### config.mk
export PLATFORM = sky130hd
export DESIGN_NAME = lpdm_modulator
export DESIGN_NICKNAME = d
export VERILOG_FILES = /design/src/include/lpdm_pkg.sv /design/src/hw/lpdm_modulator.sv
export VERILOG_INCLUDE_DIRS = /design/src /design/src/include
export SDC_FILE = /design/constraint.sdc
export NUM_CORES = 1
export LEC_CHECK = 0
export BUFFER_PORTS_ARGS = -buffer_cell sky130_fd_sc_hd__buf_2
export CORE_MARGIN = 2
export CORE_UTILIZATION = 41
export DETAILED_ROUTE_END_ITERATION = 8
export GPL_TIMING_DRIVEN = 0
export PLACE_DENSITY_LB_ADDON = 0.25
export SLEW_MARGIN = 20
export SYNTH_ARGS = -nofsm -noshare
export SYNTH_HDL_FRONTEND = slang
export SYNTH_SLANG_ARGS = --single-unit
export TNS_END_PERCENT = 5
### constraint.sdc
create_clock -name clock -period 2 [get_ports clock]
set_input_delay 0 -clock clock [delete_from_list [all_inputs] [get_ports clock]]
set_output_delay 0 -clock clock [all_outputs]
set_load 0.005 [all_outputs]
### src/include/lpdm_regs.svh
`ifndef LPDM_REGS_SVH
`define LPDM_REGS_SVH

// pixel period and quarter slots of the pixel
`define LPDM_PIXEL_PERIOD_PS   15000
`define LPDM_QUARTERS          4
`define LPDM_QCNT_LAST         2'h3
// level codes
`define LPDM_CODE_OFF_FULL     3'h0
`define LPDM_CODE_OFF_75       3'h1
`define LPDM_CODE_OFF_50       3'h2
`define LPDM_CODE_OFF_25       3'h3
`define LPDM_CODE_ON_25        3'h4
`define LPDM_CODE_ON_50        3'h5
`define LPDM_CODE_ON_75        3'h6
`define LPDM_CODE_ON_FULL      3'h7
// position of the level code inside a 4-bit pixel word
`define LPDM_CODE_LSB          0
`define LPDM_WORD_W            4
// reset values
`define LPDM_RST_CODE          3'h0
`define LPDM_RST_QCNT          2'h0

`endif

### src/include/lpdm_pkg.sv
package lpdm_pkg;
	typedef logic [2:0] lpdm_code_t;
	typedef logic [1:0] lpdm_quarter_t;
	typedef logic [7:0] lpdm_wave_t;
endpackage

### src/hw/lpdm_modulator.sv
`timescale 1ns/1ps
`include "lpdm_regs.svh"

module lpdm_modulator
	import lpdm_pkg::*;
#(
	parameter int WORD_W  = `LPDM_WORD_W,
	parameter int CODE_LSB = `LPDM_CODE_LSB,
	parameter bit BLANK_ON_CHANGE = 1'b1
)(
	input  wire logic              clock,
	input  wire logic              rst,
	input  wire logic              clk_en,
	input  wire logic [WORD_W-1:0] pixel_word,
	input  wire logic              pixel_valid,
	output logic                   pixel_ready,
	output logic                   laser_out,
	output logic                   pixel_start,
	output logic                   underrun
);

	// ---------------- slot timing ----------------
	// the clock runs at four pixel rates, one 3.75 ns slot per quarter pixel; the slot counter
	// advances on every clk_en edge from reset and holds while clk_en is low, so pixel boundaries never depend on the data supply
	lpdm_quarter_t     qcnt;
	lpdm_quarter_t     next_qcnt;
	logic              pixel_end;

	// ---------------- two-entry buffer ----------------
	logic [WORD_W-1:0] buf_data [2];
	logic [WORD_W-1:0] next_buf_data0;
	logic [WORD_W-1:0] next_buf_data1;
	logic [1:0]        buf_cnt;
	logic [1:0]        next_buf_cnt;
	logic              next_pixel_ready;
	logic              buf_empty;
	logic              buf_wr;
	logic              buf_out_valid;
	logic              buf_out_ready;
	logic              buf_rd;

	// ---------------- waveforms and selector ----------------
	logic              true_ph;
	logic              quarter_cycle_delayed_clock;
	lpdm_wave_t        cand;
	logic              selected;
	logic              next_laser;

	// ---------------- pixel state ----------------
	lpdm_code_t        code;
	lpdm_code_t        next_code;
	lpdm_code_t        fetched;
	logic              code_change;
	logic              blank;
	logic              next_blank;
	logic              next_underrun;
	logic              next_pixel_start;

	assign pixel_end = (qcnt == `LPDM_QCNT_LAST);

	always_comb begin
		next_qcnt = qcnt + 2'h1;
	end

	always_ff @(posedge clock or posedge rst) begin
		if (rst) begin
			qcnt <= `LPDM_RST_QCNT;
		end else if (clk_en) begin
			qcnt <= next_qcnt;
		end
	end

	// input side: a word moves when it is offered and the buffer has room
	assign buf_wr        = pixel_valid && pixel_ready;
	assign buf_empty     = (buf_cnt == 2'h0);
	// output side: the pixel sequencer consumes only on the last slot of a pixel
	assign buf_out_valid = !buf_empty;
	assign buf_out_ready = pixel_end;
	assign buf_rd        = buf_out_valid && buf_out_ready;
	assign fetched       = buf_data[0][CODE_LSB +: 3];

	always_comb begin
		next_buf_data0 = buf_data[0];
		next_buf_data1 = buf_data[1];
		next_buf_cnt   = buf_cnt;
		case ({buf_wr, buf_rd})
			2'b10: begin
				if (buf_empty) begin
					next_buf_data0 = pixel_word;
				end else begin
					next_buf_data1 = pixel_word;
				end
				next_buf_cnt = buf_cnt + 2'h1;
			end
			2'b01: begin
				next_buf_data0 = buf_data[1];
				next_buf_cnt   = buf_cnt - 2'h1;
			end
			2'b11: begin
				// ready is low when full, so this only happens with one or zero held; zero never reads
				next_buf_data0 = pixel_word;
			end
			default: begin
				next_buf_cnt = buf_cnt;
			end
		endcase
		// ready is registered, so it drops in the same step that makes the buffer full
		next_pixel_ready = (next_buf_cnt != 2'h2);
	end

	always_ff @(posedge clock or posedge rst) begin
		if (rst) begin
			buf_data[0] <= '0;
			buf_data[1] <= '0;
			buf_cnt     <= 2'h0;
			pixel_ready <= 1'b0;
		end else if (clk_en) begin
			buf_data[0] <= next_buf_data0;
			buf_data[1] <= next_buf_data1;
			buf_cnt     <= next_buf_cnt;
			pixel_ready <= next_pixel_ready;
		end
	end

	// ---------------- candidate waveforms ----------------
	// slots of one pixel, slot 0 first, for codes 0 to 7:
	// 0000, 0001, 0011, 0111, 1000, 1100, 1110, 1111
	// true phase is high in slots 0-1, the quarter-delayed phase in slots 1-2
	assign true_ph                     = (qcnt == 2'h0) || (qcnt == 2'h1);
	assign quarter_cycle_delayed_clock = (qcnt == 2'h1) || (qcnt == 2'h2);

	// each partial level is one gate: delayed phase or true/inverted phase, inverted or not;
	// bit n of a mask belongs to level code n, codes 0 and 7 take no gate
	localparam lpdm_wave_t GATE_USE_DLY = 8'h5a;
	localparam lpdm_wave_t GATE_INV_REF = 8'h18;
	localparam lpdm_wave_t GATE_INV_OUT = 8'h16;

	assign cand[`LPDM_CODE_OFF_FULL] = 1'b0;
	assign cand[`LPDM_CODE_ON_FULL]  = 1'b1;

	for (genvar gi = 1; gi < 7; gi++) begin : g_gate
		logic ref_in;
		logic dly_in;
		assign ref_in   = GATE_INV_REF[gi] ^ true_ph;
		assign dly_in   = GATE_USE_DLY[gi] & quarter_cycle_delayed_clock;
		assign cand[gi] = GATE_INV_OUT[gi] ^ (dly_in | ref_in);
	end

	// 8:1 selector: every candidate stays live and only the addressed one passes
	always_comb begin
		case (code)
			`LPDM_CODE_OFF_FULL: selected = cand[`LPDM_CODE_OFF_FULL];
			`LPDM_CODE_OFF_75:   selected = cand[`LPDM_CODE_OFF_75];
			`LPDM_CODE_OFF_50:   selected = cand[`LPDM_CODE_OFF_50];
			`LPDM_CODE_OFF_25:   selected = cand[`LPDM_CODE_OFF_25];
			`LPDM_CODE_ON_25:    selected = cand[`LPDM_CODE_ON_25];
			`LPDM_CODE_ON_50:    selected = cand[`LPDM_CODE_ON_50];
			`LPDM_CODE_ON_75:    selected = cand[`LPDM_CODE_ON_75];
			`LPDM_CODE_ON_FULL:  selected = cand[`LPDM_CODE_ON_FULL];
			default:             selected = 1'b0;
		endcase
	end

	// ---------------- pixel sequencing ----------------
	// a reload with another code is a reselection, whose first slot may carry a selector glitch
	assign code_change = (fetched != code);

	always_comb begin
		next_code        = code;
		next_blank       = 1'b0;
		next_underrun    = 1'b0;
		next_pixel_start = 1'b0;
		if (pixel_end) begin
			// every boundary is marked, also one that repeats the old level
			next_pixel_start = 1'b1;
			if (buf_rd) begin
				next_code  = fetched;
				next_blank = BLANK_ON_CHANGE && code_change;
			end else begin
				// starved: keep the old level rather than emit garbage, and flag it
				next_underrun = 1'b1;
			end
		end
	end

	always_ff @(posedge clock or posedge rst) begin
		if (rst) begin
			code        <= `LPDM_RST_CODE;
			blank       <= 1'b0;
			underrun    <= 1'b0;
			pixel_start <= 1'b0;
		end else if (clk_en) begin
			code        <= next_code;
			blank       <= next_blank;
			underrun    <= next_underrun;
			pixel_start <= next_pixel_start;
		end
	end

	// ---------------- laser output ----------------
	// the head sees a registered copy of the selector, so select changes settle a slot before use
	always_comb begin
		next_laser = blank ? 1'b0 : selected;
	end

	always_ff @(posedge clock or posedge rst) begin
		if (rst) begin
			laser_out <= 1'b0;
		end else if (clk_en) begin
			laser_out <= next_laser;
		end
	end

endmodule

==> impl_metrics.py <==
metrics = {
    "die": {
        "num_rows": 17,
        "core-area_mm2": 0.00223,
        "die_y_um": 52.8,
        "die_w_um": 52.8,
        "die_area_mm2": 0.00279,
        "start_util": 0.437,
        "ios": 12,
    },
    "routing": {
        "vias": 667,
        "vias_per_cell": 4.83,
        "first_pass_iters": 4,
        "wl_per_cell_um": 11.2,
        "drc_errors": 0,
        "antenna_left": 0,
        "drt-total-wl_um": 1550,
        "drt_iter0_markers": 8,
    },
    "placement": {
        "port_buffers": 10,
        "dp_hpwl_um": 1200,
        "gp_congestion": 0.680,
        "placed_area_mm2": 0.00106,
        "dpl.cell_count": 130,
    },
    "finish": {
        "final_area_mm2": 0.00114,
        "num-nets-final": 126,
        "layout-drive-gt1-share": 0.182,
        "layout.cells.non_filler": 138,
        "antenna_cells": 0,
        "synthToLayoutAreaGrowth_pct": 16.7,
    },
    "cts": {
        "cts-root-buf": "clkbuf_4",
        "clock-sinks": 18,
        "cts_setup_buffers": 0,
        "numCtsBuffers": 3,
        "h-tree-depth": 1,
        "cts_tree": "done",
        "clk_pin_slew_worst_paths_ns": 0.10,
        "clk_latency_ns": 0.28,
        "cts_buffer_depth": 2,
    },
    "hold_path": {
        "hold_path_class": "input pin to flop",
    },
    "setup_path": {
        "cp.required_ns": 2.18,
        "end_kind": "flop",
        "path_max_fanout": 5,
        "timing_worst_setup_path_type": "flop to flop",
        "cp.arrival_ns": 2.05,
        "startpoint_type": "flop",
    },
    "pwr": {
        "p_int_mw": 0.960,
        "power_density_mw_per_mm2": 1330,
        "combPwrFrac": 0.414,
        "p_switching_mw": 0.555,
        "ir_worst_vdd_mv": 0.743,
        "netSwitchingFraction": 0.366,
        "p_leak_nw": 0.539,
        "clock_power_share": 0.142,
        "p_seq_frac": 0.444,
    },
    "logic_synthesis": {
        "async_flop_share": 1.00,
        "synth-main-ff-cell": "dfrtp_1",
        "syn_area_um2": 976,
        "synth_cells": 92,
        "yosysSeqAreaShare": 0.462,
        "syn_avg_cell_area_um2": 10.6,
        "synth_edf_count": 0,
        "yosysWarnings": 0,
        "synth_cell_type_count": 29,
        "synth_nets": 107,
        "synth-seq-cells": 18,
    },
    "timing": {
        "tns_ns": 0,
        "fmax_mhz": 535,
        "setup_viol": 0,
        "min_period_over_period": 0.934,
        "skew_ns": 0.00179,
        "whs_ns": 0.0526,
        "hold_viol_final": 0,
        "max-slew-margin-rel": 0.566,
        "rsz0062_at_grt": "no",
        "finalMaxSlewViolations": 0,
        "worst_pin_slew_ns": 0.650,
        "fin_crit_ns": 1.87,
    },
    "global_route": {
        "grt-busiest-layer": "met2",
        "grt_max_degree": 19,
        "grt-ovfl-total": 0,
        "grt_pass1_vias": 698,
        "antenna_found_initial": 0,
        "grt_pass1_wl_um": 2930,
        "grtUsageTotal": 0.146,
        "use_met1": 0.180,
        "grtUsageMet2": 0.246,
        "grtUsageMet3": 0.0171,
    },
    "run": {
        "drv_cap": 0,
    },
    "run_status": {
        "outcome": "finished, final reports clean",
    },
}
worst paths after layout:
check | to | slack, ns | startpoint | cells after the start
setup / recovery | pixel_ready | 0.13 | qcnt[0] | 8
hold / removal | buf_cnt[0] | 0.05 | clk_en | 3
setup reg to reg | pixel_ready | 0.13 | qcnt[0] | 8
hold reg to reg | buf_data[1] | 0.50 | buf_data[1] | 1
max in group asynchronous | qcnt[0] | 1.20 | rst | 3
min in group asynchronous | blank | 0.35 | rst | 3
what timing repair did:
item | CTS | global route
setup endpoints to repair | 0 | 1
endpoints found under the hold margin | 24 | 0
hold buffers | 4 | 0
gates resized for setup | 0 | 1
layout by cell type (no fill, tap or decap):
cell           netlist  final
mux2i_1              3      3
o311ai_0             1      1
o21ai_1              7      7
xnor2_1              2      2
and2_1               1      1
dfrtp_2              0      1
xor2_1               6      6
ha_1                 7      7
a221o_1              1      1
inv_1                9      9
nand2b_1             1      1
or2_1                1      1
nor4b_1              1      1
nor4bb_1             1      1
nor2b_1              1      1
mux2_2               1      1
mux2_1               6      6
o21ai_2              1      1
a21oi_1              1      1
and2b_1              1      1
nand3_1              2      2
buf_2                3     13
or4b_1               1      1
dlygate4sd3_1        0      4
o21ai_0              1      1
nand2_1              7      7
clkbuf_4             0      3
clkbuf_8             0      1
o22ai_1              2      2
nor2_1               4      4
dfrtp_1             18     17
nor3_1               1      1
o21a_1               1      1
power by group through the flow:
stage          logic [mW]  clock network [mW]  registers (mW)
2_1_floorplan       0.502                   0           0.648
6_report            0.628               0.215           0.672
3_3_place_gp        0.607                   0           0.670
4_1_cts             0.640               0.223           0.671
5_1_grt             0.734               0.239           0.700
3_5_place_dp        0.630                   0           0.680
logic make-up (layout without fill, tap and decap cells):
kind of cell,Yosys count,after routing,synth area share
AND/OR/NAND/NOR,22,22,0.121
adder cells (fa/ha/maj),7,7,0.0897
AO/OA/AOI/OAI,15,15,0.0949
buffers and inverters,12,30,0.0500
XOR/XNOR,8,8,0.0718
flip-flops,18,18,0.462
multiplexers,10,10,0.112
state kept, by name, indices dropped and copies added, names as in the netlist:
register and flops:
buf_data 6, code 3, buf_cnt 2, qcnt 2
blank 1, laser_out 1, pixel_ready 1, pixel_start 1
underrun 1
layout make-up:
type,instances,area [um2]
plain buffers,3,15.0
clock buffers,4,36.3
fillers,217,1090
inverters,9,33.8
multi-input cells,62,477
flip-flops and latches,18,452
well taps,28,35.0
repair buffers,14,90.1
cells in the mapped netlist, drive strengths merged (2+ instances only):
cell type | number | area [um2]
buf | 3 | 15.0
dfrtp | 18 | 450
ha | 7 | 87.6
inv | 9 | 33.8
mux2 | 7 | 78.8
mux2i | 3 | 30.0
nand2 | 7 | 26.3
nand3 | 2 | 10.0
nor2 | 4 | 15.0
o21ai | 9 | 48.8
o22ai | 2 | 12.5
xnor2 | 2 | 17.5
xor2 | 6 | 52.6
stage by stage:
| stage | power (mW) | utilization | setup slack [ns] |
|---|---|---|---|
| 2_1_floorplan | 1.15 | - | 0.234 |
| 3_3_place_gp | 1.28 | 0.475 | 0.128 |
| 3_5_place_dp | 1.31 | 0.475 | 0.122 |
| 4_1_cts | 1.53 | 0.509 | 0.110 |
| 5_1_grt | 1.67 | 0.510 | 0.0156 |
| 6_report | 1.51 | 0.510 | 0.131 |
routing by layer:
layer / up-vias / wire, um
met3: 2 / 35
li1: 349 / -
met1: 310 / 726
met2: 6 / 771
met5: - / 0
met4: 0 / 12
worst max-delay path, stage by stage, from the launching register on:
cell     delay (ns)
dfrtp_2        0.45
ha_1           0.24
o21a_1         0.15
ha_1           0.20
buf_2          0.17
xor2_1         0.15
nor2_1         0.09
a21oi_1        0.06
mux2_2         0.26
Power figures use the tool's default switching activity.
